[src/hw/psu_map.svh]
// constants for the packed simd issue and move unit
`ifndef PSU_MAP_SVH
`define PSU_MAP_SVH
`define PSU_QDEPTH 4
`define PSU_NREGS 8
`define PSU_OPC_EMPTY 16'h0f77
`define PSU_OPC_DWMOV_LD 16'h0f6e
`define PSU_OPC_DWMOV_ST 16'h0f7e
`define PSU_OPC_QWMOV_LD 16'h0f6f
`define PSU_OPC_QWMOV_ST 16'h0f7f
`define PSU_OPC_PACK_DW 16'h0f6b
`define PSU_OPC_PACK_SWB 16'h0f63
`define PSU_OPC_PACK_UWB 16'h0f67
`define PSU_OPC_COS 16'hd9ff
`define PSU_OPC_SIN 16'hd9fe
`define PSU_OPC_SINCOS 16'hd9fb
`define PSU_OPC_PTAN 16'hd9f2
`define PSU_OPC_EXP2M1 16'hd9f0
`define PSU_OPC_PATAN 16'hd9f3
`define PSU_OPC_YL2XP1 16'hd9f9
`define PSU_OPC_YL2X 16'hd9f1
`define PSU_CYC_REDUCE 90
`define PSU_CYC_COS_SMALL 141
`define PSU_CYC_COS_MID 92
`define PSU_CYC_SIN_SMALL 81
`define PSU_CYC_EXP2_SMALL 92
`define PSU_CYC_PATAN_SMALL 97
`define PSU_CYC_YL2XP1_OOR 170
`define PSU_CYC_YL2XP1 131
`define PSU_CYC_YL2X 145
`define PSU_CYC_FP_DEF 100
`define PSU_DWMOV_GPR_LAT 5
`define PSU_TAG_RST 16'hffff
`define PSU_TAG_EMPTY 16'hffff
`define PSU_TOP_RST 3'h0
`endif

[src/hw/psu_pkg.sv]
// types for the packed simd issue and move unit
package psu_pkg;
  // operand range class, sampled by the issuer with the instruction
  typedef enum logic [1:0] {
    RNG_SMALL, RNG_MID, RNG_WIDE, RNG_REDUCE
  } psu_range_t;
  typedef enum logic [4:0] {
    OP_NOP, OP_RSVD, OP_EMPTY, OP_DWMOV_LD, OP_DWMOV_ST, OP_QWMOV_LD,
    OP_QWMOV_ST, OP_PACK_DW, OP_PACK_SWB, OP_PACK_UWB, OP_COS, OP_SIN,
    OP_SINCOS, OP_PTAN, OP_EXP2M1, OP_PATAN, OP_YL2XP1, OP_YL2X
  } psu_op_t;
endpackage

[src/hw/psu_unit.sv]
// packed simd issue queue, packed move/pack datapath and fp timing
`timescale 1ns/1ps
`include "psu_map.svh"
module psu_unit #(
  parameter int QDEPTH = `PSU_QDEPTH,
  parameter int GPR_LAT = `PSU_DWMOV_GPR_LAT
) (
  input wire logic core_clk,
  input wire logic rst,
  input wire logic iss_valid,
  input wire logic [15:0] iss_opcode,
  input wire logic [7:0] iss_modrm,
  input wire psu_pkg::psu_range_t iss_range,
  input wire logic [31:0] iss_gpr_data,
  input wire logic [63:0] iss_mem_data,
  output logic iss_ready_ff,
  output logic gpr_wr_valid_ff,
  output logic [2:0] gpr_wr_idx_ff,
  output logic [31:0] gpr_wr_data_ff,
  output logic mem_wr_valid_ff,
  output logic mem_wr_qword_ff,
  output logic [63:0] mem_wr_data_ff,
  output logic [15:0] tag_word_ff,
  output logic [2:0] stack_top_ff,
  output logic fp_busy_ff,
  output logic done_ff
);
  import psu_pkg::*;

  localparam int PW = $clog2(QDEPTH);

  function automatic psu_op_t decode(logic [15:0] opc);
    psu_op_t op;
    op = OP_NOP;
    case (opc)
      `PSU_OPC_EMPTY: op = OP_EMPTY;
      `PSU_OPC_DWMOV_LD: op = OP_DWMOV_LD;
      `PSU_OPC_DWMOV_ST: op = OP_DWMOV_ST;
      `PSU_OPC_QWMOV_LD: op = OP_QWMOV_LD;
      `PSU_OPC_QWMOV_ST: op = OP_QWMOV_ST;
      `PSU_OPC_PACK_DW: op = OP_PACK_DW;
      `PSU_OPC_PACK_SWB: op = OP_PACK_SWB;
      `PSU_OPC_PACK_UWB: op = OP_PACK_UWB;
      `PSU_OPC_COS: op = OP_COS;
      `PSU_OPC_SIN: op = OP_SIN;
      `PSU_OPC_SINCOS: op = OP_SINCOS;
      `PSU_OPC_PTAN: op = OP_PTAN;
      `PSU_OPC_EXP2M1: op = OP_EXP2M1;
      `PSU_OPC_PATAN: op = OP_PATAN;
      `PSU_OPC_YL2XP1: op = OP_YL2XP1;
      `PSU_OPC_YL2X: op = OP_YL2X;
      // reserved codes retire as no-ops and raise nothing
      16'hd9d7, 16'hd9e2, 16'hd9e7, 16'hddfc, 16'hded8,
      16'hdeda, 16'hdedc, 16'hdedd, 16'hdede, 16'hdffc:
        op = OP_RSVD;
      default: op = OP_NOP;
    endcase
    return op;
  endfunction

  // cycles that a long floating op keeps the unit busy
  function automatic logic [7:0] fp_cycles(psu_op_t op, psu_range_t r);
    logic [7:0] c;
    logic trig;
    c = 8'(`PSU_CYC_FP_DEF);
    trig = 1'b0;
    case (op)
      OP_COS: begin
        trig = 1'b1;
        c = (r == RNG_SMALL) ? 8'(`PSU_CYC_COS_SMALL) : 8'(`PSU_CYC_COS_MID);
      end
      OP_SIN: begin
        trig = 1'b1;
        if (r == RNG_SMALL) c = 8'(`PSU_CYC_SIN_SMALL);
      end
      OP_SINCOS, OP_PTAN: trig = 1'b1;
      OP_EXP2M1: if (r == RNG_SMALL) c = 8'(`PSU_CYC_EXP2_SMALL);
      OP_PATAN: if (r == RNG_SMALL) c = 8'(`PSU_CYC_PATAN_SMALL);
      OP_YL2XP1: begin
        // out of range operand takes the longer PSU_CYC_YL2XP1_OOR count instead
        c = (r == RNG_REDUCE) ? 8'(`PSU_CYC_YL2XP1_OOR) : 8'(`PSU_CYC_YL2XP1);
      end
      OP_YL2X: c = 8'(`PSU_CYC_YL2X);
      default: c = 8'h01;
    endcase
    if (trig && r == RNG_REDUCE) c = c + 8'(`PSU_CYC_REDUCE);
    return c;
  endfunction

  function automatic logic [15:0] sat_s16(logic [31:0] v);
    logic [15:0] s;
    s = v[15:0];
    if (v[31] && !(&v[30:15])) s = 16'h8000;
    else if (!v[31] && (|v[30:15])) s = 16'h7fff;
    return s;
  endfunction

  function automatic logic [7:0] sat_b(logic [15:0] v, logic uns);
    logic [7:0] s;
    s = v[7:0];
    if (uns) begin
      if (v[15]) s = 8'h00;
      else if (|v[14:8]) s = 8'hff;
    end else begin
      if (v[15] && !(&v[14:7])) s = 8'h80;
      else if (!v[15] && (|v[14:7])) s = 8'h7f;
    end
    return s;
  endfunction

  // destination lanes fill the low half, source lanes the high half
  function automatic logic [63:0] pack_dw(logic [63:0] d, logic [63:0] s);
    return {sat_s16(s[63:32]), sat_s16(s[31:0]),
            sat_s16(d[63:32]), sat_s16(d[31:0])};
  endfunction

  function automatic logic [63:0] pack_wb(logic [63:0] d, logic [63:0] s,
                                          logic uns);
    logic [63:0] r;
    logic [127:0] w;
    r = 64'h0;
    w = {s, d};
    for (int i = 0; i < 8; i++) begin
      r[i*8 +: 8] = sat_b(w[i*16 +: 16], uns);
    end
    return r;
  endfunction

  // issue queue
  logic [15:0] q_opc [QDEPTH];
  logic [7:0] q_mod [QDEPTH];
  psu_range_t q_rng [QDEPTH];
  logic [31:0] q_gpr [QDEPTH];
  logic [63:0] q_mem [QDEPTH];
  logic [PW-1:0] wr_ptr_ff;
  logic [PW-1:0] rd_ptr_ff;
  logic [PW:0] cnt_ff;
  logic [63:0] regs [`PSU_NREGS];
  logic [7:0] fp_cnt_ff;
  logic [1:0] fp_stk_ff;
  logic gp_v [GPR_LAT-1];
  logic [2:0] gp_i [GPR_LAT-1];
  logic [31:0] gp_d [GPR_LAT-1];

  wire accept = iss_valid && iss_ready_ff;
  // the head waits while a long floating op is still running
  wire exec = (cnt_ff != '0) && !fp_busy_ff;
  wire [15:0] h_opc = q_opc[rd_ptr_ff];
  wire [7:0] h_mod = q_mod[rd_ptr_ff];
  wire psu_range_t h_rng = q_rng[rd_ptr_ff];
  wire [31:0] h_gpr = q_gpr[rd_ptr_ff];
  wire [63:0] h_mem = q_mem[rd_ptr_ff];
  wire psu_op_t h_op = decode(h_opc);
  wire h_regf = (h_mod[7:6] == 2'b11);
  wire [2:0] f1 = h_mod[5:3];
  wire [2:0] f2 = h_mod[2:0];
  wire [63:0] r1 = regs[f1];
  wire [63:0] r2 = regs[f2];
  wire [63:0] src = h_regf ? r2 : h_mem;
  wire h_long = (h_op >= OP_COS);
  wire [7:0] h_cyc = fp_cycles(h_op, h_rng);
  wire h_push = (h_op == OP_SINCOS) || (h_op == OP_PTAN);
  wire h_pop = (h_op == OP_PATAN) || (h_op == OP_YL2XP1) || (h_op == OP_YL2X);
  wire fp_last = fp_busy_ff && (fp_cnt_ff == 8'h01);

  wire [PW:0] nxt_cnt = cnt_ff + (PW+1)'(accept) - (PW+1)'(exec);
  wire [PW-1:0] nxt_wr = (wr_ptr_ff == PW'(QDEPTH-1)) ? '0 : wr_ptr_ff + 1'b1;
  wire [PW-1:0] nxt_rd = (rd_ptr_ff == PW'(QDEPTH-1)) ? '0 : rd_ptr_ff + 1'b1;

  // register file write selection
  logic rf_we;
  logic [2:0] rf_idx;
  logic [63:0] rf_data;
  always_comb begin
    rf_we = 1'b0;
    rf_idx = f1;
    rf_data = src;
    case (h_op)
      OP_DWMOV_LD: begin
        rf_we = 1'b1;
        rf_data = {32'h0, h_regf ? h_gpr : h_mem[31:0]};
      end
      OP_QWMOV_LD: rf_we = 1'b1;
      OP_QWMOV_ST: begin
        rf_we = h_regf;
        rf_idx = f2;
        rf_data = r1;
      end
      OP_PACK_DW: begin
        rf_we = 1'b1;
        rf_data = pack_dw(r1, src);
      end
      OP_PACK_SWB, OP_PACK_UWB: begin
        rf_we = 1'b1;
        rf_data = pack_wb(r1, src, h_op == OP_PACK_UWB);
      end
      default: rf_we = 1'b0;
    endcase
  end

  wire st_d = exec && (h_op == OP_DWMOV_ST) && !h_regf;
  wire st_q = exec && (h_op == OP_QWMOV_ST) && !h_regf;
  wire gp_in = exec && (h_op == OP_DWMOV_ST) && h_regf;
  wire [2:0] nxt_top = fp_stk_ff[1] ? stack_top_ff + 3'h1 :
                       fp_stk_ff[0] ? stack_top_ff - 3'h1 : stack_top_ff;

  always_ff @(posedge core_clk) begin
    if (accept) begin
      q_opc[wr_ptr_ff] <= iss_opcode;
      q_mod[wr_ptr_ff] <= iss_modrm;
      q_rng[wr_ptr_ff] <= iss_range;
      q_gpr[wr_ptr_ff] <= iss_gpr_data;
      q_mem[wr_ptr_ff] <= iss_mem_data;
    end
  end

  always_ff @(posedge core_clk) begin
    if (exec && rf_we) regs[rf_idx] <= rf_data;
  end

  always_ff @(posedge core_clk or posedge rst) begin
    if (rst) begin
      wr_ptr_ff <= '0;
      rd_ptr_ff <= '0;
      cnt_ff <= '0;
      iss_ready_ff <= 1'b1;
    end else begin
      if (accept) wr_ptr_ff <= nxt_wr;
      if (exec) rd_ptr_ff <= nxt_rd;
      cnt_ff <= nxt_cnt;
      // ready is registered, so it must drop on the edge the queue fills
      iss_ready_ff <= (nxt_cnt < (PW+1)'(QDEPTH));
    end
  end

  // long floating ops: busy for exactly the counted cycles
  always_ff @(posedge core_clk or posedge rst) begin
    if (rst) begin
      fp_busy_ff <= 1'b0;
      fp_cnt_ff <= 8'h00;
      fp_stk_ff <= 2'b00;
      stack_top_ff <= `PSU_TOP_RST;
      done_ff <= 1'b0;
    end else begin
      done_ff <= (exec && !h_long) || fp_last;
      if (exec && h_long) begin
        fp_busy_ff <= 1'b1;
        fp_cnt_ff <= h_cyc;
        fp_stk_ff <= {h_pop, h_push};
      end else if (fp_busy_ff) begin
        fp_cnt_ff <= fp_cnt_ff - 8'h01;
        if (fp_last) begin
          fp_busy_ff <= 1'b0;
          // operands were read against the old top; move it only at the end
          stack_top_ff <= nxt_top;
          fp_stk_ff <= 2'b00;
        end
      end
    end
  end

  always_ff @(posedge core_clk or posedge rst) begin
    if (rst) begin
      tag_word_ff <= `PSU_TAG_RST;
      mem_wr_valid_ff <= 1'b0;
      mem_wr_qword_ff <= 1'b0;
      mem_wr_data_ff <= 64'h0;
    end else begin
      if (exec && h_op == OP_EMPTY) tag_word_ff <= `PSU_TAG_EMPTY;
      mem_wr_valid_ff <= st_d || st_q;
      mem_wr_qword_ff <= st_q;
      if (st_d) mem_wr_data_ff <= {32'h0, r1[31:0]};
      else if (st_q) mem_wr_data_ff <= r1;
    end
  end

  // gpr read-back pipe: a new one may enter every cycle
  always_ff @(posedge core_clk or posedge rst) begin
    if (rst) begin
      for (int i = 0; i < GPR_LAT-1; i++) begin
        gp_v[i] <= 1'b0;
        gp_i[i] <= 3'h0;
        gp_d[i] <= 32'h0;
      end
      gpr_wr_valid_ff <= 1'b0;
      gpr_wr_idx_ff <= 3'h0;
      gpr_wr_data_ff <= 32'h0;
    end else begin
      gp_v[0] <= gp_in;
      gp_i[0] <= f2;
      gp_d[0] <= r1[31:0];
      for (int i = 1; i < GPR_LAT-1; i++) begin
        gp_v[i] <= gp_v[i-1];
        gp_i[i] <= gp_i[i-1];
        gp_d[i] <= gp_d[i-1];
      end
      gpr_wr_valid_ff <= gp_v[GPR_LAT-2];
      gpr_wr_idx_ff <= gp_i[GPR_LAT-2];
      gpr_wr_data_ff <= gp_d[GPR_LAT-2];
    end
  end
endmodule

[config.mk]
export PLATFORM = sky130hd
export DESIGN_NAME = psu_unit
export DESIGN_NICKNAME = d
export VERILOG_FILES = /design/src/hw/psu_pkg.sv /design/src/hw/psu_unit.sv
export VERILOG_INCLUDE_DIRS = /design/src /design/src/hw
export SDC_FILE = /design/constraint.sdc
export NUM_CORES = 2
export LEC_CHECK = 0
export BUFFER_PORTS_ARGS = -buffer_cell sky130_fd_sc_hd__buf_2
export CORE_MARGIN = 8
export CORE_UTILIZATION = 45
export DETAILED_ROUTE_END_ITERATION = 6
export GPL_ROUTABILITY_DRIVEN = 0
export HOLD_SLACK_MARGIN = 0.06
export PLACE_DENSITY_LB_ADDON = 0.3
export SLEW_MARGIN = 15
export SYNTH_ARGS = -nofsm -noshare
export SYNTH_HDL_FRONTEND = slang
export SYNTH_SLANG_ARGS = --single-unit
[constraint.sdc]
create_clock -name core_clk -period 9 [get_ports core_clk]
set_input_delay 0.9 -clock core_clk [delete_from_list [all_inputs] [get_ports core_clk]]
set_output_delay 0.9 -clock core_clk [all_outputs]
set_load 0.02 [all_outputs]
Word level (Yosys, flattened, before mapping)
Memories as Yosys holds them, arrays and structs flattened.
Cells that the tools add are included.
W data, S select, Z words.
{"block": "classes", "multipliers": 0, "order_cmp": 2, "eq_ne": 46, "addsub": 8, "n_div": 0, "bitwise": 1, "muxes": 80, "shift": 0, "reduce_logical": 109}
{"op": "$mux W8", "n": 44}
{"op": "$eq A16 B16 Y1 const B", "n": 18}
{"op": "$pmux W64 S4", "n": 1}
{"op": "$mux W64", "n": 3}
{"op": "$eq A16 B12 Y1 const B", "n": 8}
{"op": "$mux W16", "n": 8}
{"op": "$pmux W5 S17", "n": 1}
{"op": "$reduce_and A16 Y1", "n": 4}
{"op": "$reduce_and A8 Y1", "n": 8}
{"op": "$reduce_or A16 Y1", "n": 4}
{"op": "$reduce_or A8 Y1", "n": 8}
{"op": "$pmux W8 S7", "n": 1}
{"op": "$reduce_or A7 Y1", "n": 8}
{"op": "$eq A5 B4 Y1 const B", "n": 8}
{"op": "$logic_and A1 B1 Y1", "n": 36}
{"op": "$mux W32", "n": 1}
{"op": "$logic_not A1 Y1", "n": 23}
{"op": "$eq A5 B3 Y1 const B", "n": 4}
{"op": "$mux W6", "n": 3}
{"op": "$mux W3", "n": 4}
{"op": "$eq A5 B5 Y1 const B", "n": 2}
{"op": "$mux W2", "n": 5}
{"op": "$reduce_or A10 Y1", "n": 1}
{"op": "$add A8 B7 Y8 const B", "n": 1}
{"op": "other kinds (23)", "n": 42}
{"block": "word_totals", "romBits": 0, "latchBits": 0, "ff_bits": 269, "memories": 6, "output_inout_bits": 124, "elab_cells": 279, "mem_bits_rw": 1000, "input_bits": 125}
{"name": "regs", "words": 8, "word_bits": 64, "read_ports": 2, "rd_ports_with_merged_regs": 0, "write_ports": 1, "line_no": "psu_unit.sv:138", "rtl": "logic [63:0] regs [`PSU_NREGS];"}
{"name": "q_mem", "words": 4, "word_bits": 64, "read_ports": 1, "rd_ports_with_merged_regs": 0, "write_ports": 1, "line_no": "psu_unit.sv:134", "rtl": "logic [63:0] q_mem [QDEPTH];"}
{"name": "q_gpr", "words": 4, "word_bits": 32, "read_ports": 1, "rd_ports_with_merged_regs": 0, "write_ports": 1, "line_no": "psu_unit.sv:133", "rtl": "logic [31:0] q_gpr [QDEPTH];"}
{"name": "q_opc", "words": 4, "word_bits": 16, "read_ports": 1, "rd_ports_with_merged_regs": 0, "write_ports": 1, "line_no": "psu_unit.sv:130", "rtl": "logic [15:0] q_opc [QDEPTH];"}
{"name": "q_mod", "words": 4, "word_bits": 8, "read_ports": 1, "rd_ports_with_merged_regs": 0, "write_ports": 1, "line_no": "psu_unit.sv:131", "rtl": "logic [7:0] q_mod [QDEPTH];"}
{"name": "q_rng", "words": 4, "word_bits": 2, "read_ports": 1, "rd_ports_with_merged_regs": 0, "write_ports": 1, "line_no": "psu_unit.sv:132", "rtl": "psu_range_t q_rng [QDEPTH];"}

Logic depth before layout (Yosys ltp)
An unclocked memory read counts as a cell.
{"block": "depth", "depth_word": 10, "depth_mapped": 19, "ltp_nobuf": 13}

Least setup slack after synthesis
OpenSTA, ideal clock, no wires.
{"block": "synth_timing", "path_type": "register to register", "start": "reg rd_ptr_ff[0]", "end": "mem regs[6][0] (enable)", "n_path_buf": 3, "setup_slack_ns": 2.606, "arrival_ns": 5.908, "required_ns": 8.514, "period_less_slack_ns": 6.394, "stages_incl_launch_ff": 15, "setup_ns": 0.486, "path_cell_list": "dfrtp_1 buf_4 mux4_2 clkbuf_1 xor2_1 o31a_1 o32ai_1 a22o_1 nor3_1 and3_1 clkbuf_1 a21oi_1 o22ai_1 nand2b_1 nor2_1"}
{"block": "synth_via", "elab_chain_len": 10, "elab_cells_between_ends": 43, "cone_classes": "eq/ne: 33; mux: 5; reduce/logical: 3; memory: 2"}
{"element": "start, declared", "line_no": "psu_unit.sv:136", "rtl": "logic [PW-1:0] rd_ptr_ff;"}
{"element": "start signal, assigned", "line_no": "psu_unit.sv:229", "rtl": "if (exec) rd_ptr_ff <= nxt_rd;"}
{"element": "$mem_v2 Z4 W16"}
{"element": "$eq A16 B16 Y1", "line_no": "psu_unit.sv:35", "rtl": "case (opc)"}
{"element": "$reduce_or A10 Y1", "line_no": "psu_unit.sv:35"}
{"element": "$pmux W5 S17", "line_no": "psu_unit.sv:35"}
{"element": "$eq A5 B4 Y1, or another cell as far along", "line_no": "psu_unit.sv:178", "rtl": "case (h_op)"}
{"element": "$reduce_or A5 Y1 (no source line)"}
{"element": "$pmux W1 S2", "line_no": "psu_unit.sv:178"}
{"element": "$logic_and A1 B1 Y1", "line_no": "psu_unit.sv:218", "rtl": "if (exec && rf_we) regs[rf_idx] <= rf_data;"}
{"element": "$mux W1", "line_no": "psu_unit.sv:218"}
{"element": "$mux W1 (implied by the code)", "line_no": "psu_unit.sv:218"}
{"element": "end, declared", "line_no": "psu_unit.sv:138"}
Several ways; a longest one is shown, not always the timed one.

Worst setup path in the final report
{"block": "layout_timing", "start": "reg rd_ptr_ff[0]", "end": "mem regs[7][32] (enable)"}
Same word-level chain as after synthesis.

==> insert_results.sql <==
INSERT INTO impl_metrics (metric_group, metric, value, unit) VALUES
('grt', 'grt_pass1_vias', '33459', ''),
('clocking', 'clock_tree.buffer_depth', '3', ''),
('logic_synthesis', 'number_of_flops_mapped_to_enable_cells_by_yosys', '1000', ''),
('logic_synthesis', 'synth-seq-area-share', '67.3', '%'),
('placement', 'port-buffer-count', '232', ''),
('clocking', 'clkTransAtPathRegs', '60', 'ps'),
('timing', 'rsz_0062_raised_after_global_routing', 'no', ''),
('run', 'cap_violations', '0', ''),
('floorplan', 'start_util', '45.1', '%'),
('finish', 'num-fill-cells', '9986', ''),
('outcome', 'run_status', 'finished, final reports clean', ''),
('logic_synthesis', 'synth_cell_type_count', '89', ''),
('logic_synthesis', 'syn_inst', '3536', ''),
('finish', 'design_area', '62100', 'sq um'),
('drt', 'detail-route-antenna-nets', '0', ''),
('clocking', 'ctsResizeCount', '0', ''),
('logic_synthesis', 'synth-main-ff-cell', 'sky130_fd_sc_hd__edfxtp_1', ''),
('finish', 'multiInputGateArea', '16700', 'sq um'),
('timing', 'timing_worst_slew_pin_value', '1240', 'ps'),
('finish', 'nets', '3926', ''),
('drt', 'drt_first_iter_violations', '4646', ''),
('floorplan', 'die_x', '365', 'microns'),
('clocking', 'cts_setup_buffers', '0', ''),
('finish', 'area.sequential', '36800', 'sq um'),
('power', 'p_seq_share', '35.1', '%'),
('grt', 'globalRouteTotalUtil', '23.6', '%'),
('logic_synthesis', 'top_cells_by_area_in_the_synthesized_netlist', 'sky130_fd_sc_hd__edfxtp_1 (55%), sky130_fd_sc_hd__dfrtp_1 (12%), sky130_fd_sc_hd__mux4_2 (11%)', ''),
('drt', 'vias_per_cell', '6.20', ''),
('critical_path', 'cp.arrival', '7370', 'ps'),
('placement', 'numPlacedInstances', '5278', ''),
('timing', 'timing.final.setup_violations', '0', ''),
('timing', 'postLayoutSetupSlackWorst', '2050', 'ps'),
('timing', 'maxSlewHeadroom', '17.5', '%'),
('critical_path', 'worst_r2r_path_depth', '13', ''),
('floorplan', 'die-height', '365', 'microns'),
('grt', 'grt_antenna_before_repair', '9', ''),
('clocking', 'clock_sink_count', '1269', ''),
('floorplan', 'standard_cell_core_area', '121000', 'sq um'),
('critical_path', 'critical_path_launch_point_type', 'flop', ''),
('power', 'power.share.combinational', '41.5', '%'),
('hold_path', 'min_path_type', 'primary input to asynchronous set/reset pin', ''),
('logic_synthesis', 'synth_commonest_cells', 'sky130_fd_sc_hd__edfxtp_1 (1000), sky130_fd_sc_hd__nand2_1 (317), sky130_fd_sc_hd__mux4_2 (275), sky130_fd_sc_hd__dfrtp_1 (268), sky130_fd_sc_hd__nor2_1 (212)', ''),
('logic_synthesis', 'combined_area_of_all_synthesized_cells', '54700', 'sq um'),
('power', 'power.internal', '14.0', 'mW'),
('logic_synthesis', 'synthArstFlopShare', '21.2', '%'),
('critical_path', 'crit_chain', 'buf_4, mux4_2, nand3_1, nor4_1, nand3_1, buf_4, nand2_1, nor3_1, nand3_1, o21ai_0, nand2_1, nor2_4, buf_12', ''),
('logic_synthesis', 'synthesis.area_per_instance', '15.5', 'sq um'),
('timing', 'final-hold-violation-count', '0', ''),
('logic_synthesis', 'top_count_cell_post_synth', 'sky130_fd_sc_hd__edfxtp_1', ''),
('logic_synthesis', 'cell_type_contributing_the_most_total_cell_area_after_synthesis', 'sky130_fd_sc_hd__edfxtp_1', ''),
('finish', 'layout.core_utilization', '51.2', '%'),
('power', 'power_density', '372', 'nW/um^2'),
('drt', 'detailedRoute.firstPassIterationCount', '6', ''),
('power', 'p_leak', '22.3', 'nW'),
('timing', 'fin_crit_sh', '77.2', '%'),
('logic_synthesis', 'synth-seq-cells', '1269', ''),
('power', 'irDropWorstVdd', '0.282', 'mV'),
('critical_path', 'regToRegStartpoint', 'rd_ptr_ff[0]', ''),
('clocking', 'cts_buffers', '134', ''),
('floorplan', 'die-area', '133000', 'sq um'),
('finish', 'syn_to_final_growth', '13.6', '%'),
('drt', 'wire_per_inst', '28.9', 'microns'),
('drt', 'vias', '34279', ''),
('power', 'net-switching-power', '9.09', 'mW'),
('timing', 'fin_crit', '6950', 'ps'),
('timing', 'drv_slew', '0', ''),
('critical_path', 'cpMaxStageDelayCell', 'sky130_fd_sc_hd__nor2_4', ''),
('power', 'p_sw_share', '39.4', '%'),
('grt', 'grt_max_degree', '151', ''),
('floorplan', 'core.rowCount', '128', ''),
('timing', 'timing.clock.skew', '41.1', 'ps');
==> power by group through the flow <==
stage	logic [mW]	registers, mW	clock network [mW]
floorplan	5.88	8.22	0
global placement	9.20	8.20	0
detailed placement	9.25	8.23	0
CTS	9.29	8.11	5.52
global route	9.99	8.18	5.73
finish	9.58	8.10	5.42
==> metal layers <==
metal | global-route usage, % | wire length (microns) | up-vias
met3 | 8.18 | 20700 | 406
met2 | 34.0 | 68500 | 2244
met1 | 33.1 | 64000 | 17290
met4 | 8.81 | 6250 | 8
met5 | 0.871 | 195 | -
li1 | - | - | 14331
==> worst max path at each step <==
stage            startpoint          end  slack [ps]
2_1_floorplan           rst    cnt_ff[0]         690
4_1_cts        rd_ptr_ff[0]  regs[7][39]        2140
3_3_place_gp   rd_ptr_ff[0]   regs[7][1]        2170
6_report       rd_ptr_ff[0]  regs[7][32]        2050
5_1_grt        rd_ptr_ff[0]  regs[7][39]        1730
3_5_place_dp   rd_ptr_ff[0]   regs[7][0]        2140
==> layout by cell type (no fill, tap or decap), drive strengths merged, types with 9 or more instances in the layout <==
| cell | Yosys | layout |
|---|---|---|
| mux2 | 18 | 18 |
| dfrtp | 268 | 268 |
| a22oi | 36 | 36 |
| clkinv | 1 | 41 |
| edfxtp | 1000 | 1000 |
| and3 | 29 | 29 |
| a32oi | 20 | 20 |
| mux2i | 207 | 207 |
| a221oi | 15 | 15 |
| clkbuf | 74 | 182 |
| o31ai | 10 | 10 |
| nand2 | 318 | 318 |
| nand4 | 20 | 20 |
| conb | 1 | 16 |
| nor4 | 15 | 15 |
| a211oi | 17 | 17 |
| a21oi | 170 | 170 |
| o22ai | 33 | 33 |
| o211ai | 21 | 21 |
| nand3 | 101 | 101 |
| nor2b | 24 | 24 |
| inv | 75 | 81 |
| a21o | 17 | 17 |
| mux4 | 275 | 275 |
| o21a | 9 | 9 |
| and2 | 34 | 34 |
| or3 | 11 | 11 |
| nand2b | 15 | 15 |
| o21ai | 119 | 119 |
| buf | 142 | 318 |
| ha | 10 | 10 |
| a2111oi | 12 | 12 |
| a31oi | 34 | 34 |
| o221ai | 14 | 14 |
| nor3 | 70 | 70 |
| nor2 | 213 | 213 |
==> worst max-delay path: cells and delay by family (launching register included) <==
| kind | cells | cell delay, ps |
|---|---|---|
| buffers and inverters | 3 | 1520 |
| AOI/OAI and AO/OA | 1 | 470 |
| muxes | 1 | 640 |
| DFF | 1 | 820 |
| and+or+nand+nor | 8 | 3110 |
==> per-stage QoR <==
step / power, mW / hold WS [ps]
6_report: 23.1 / 284
5_1_grt: 23.9 / 325
4_1_cts: 22.9 / 294
3_5_place_dp: 17.5 / 335
3_3_place_gp: 17.4 / 332
2_1_floorplan: 14.1 / 331
==> area by class of cell <==
| type | instances | area share (%) |
|---|---|---|
| well taps | 1625 | 3.28 |
| diodes | 5 | 0.0202 |
| inverters | 76 | 0.486 |
| repair buffers | 318 | 3.17 |
| clock inverters | 61 | 0.955 |
| multi-input cells | 1990 | 26.9 |
| flip-flops and latches | 1269 | 59.2 |
| clock buffers | 182 | 5.99 |
==> sequential cells by signal, summed over array words and instances (netlist names), 4 cells and up <==
register,flops
gp_v,4
gp_i,12
q_opc,64
fp_cnt_ff,8
q_gpr,128
gpr_wr_data_ff,32
q_rng,8
q_mod,32
regs,512
gp_d,128
mem_wr_data_ff,64
q_mem,256
==> logic make-up (layout without fill, tap and decap cells) <==
kind of cell / Yosys count / count (layout) / share of synthesized area (%)
AND/OR/NAND/NOR: 880 / 880 / 7.43
AO/OA/AOI/OAI: 567 / 567 / 6.69
multiplexers: 500 / 500 / 15.5
buffers and inverters: 292 / 637 / 2.55
other: 1 / 21 / 0.00686
adder cells (fa/ha/maj): 12 / 12 / 0.302
XOR/XNOR: 15 / 15 / 0.240
flip-flops: 1269 / 1269 / 67.3
(Power assumes the default switching activity.)
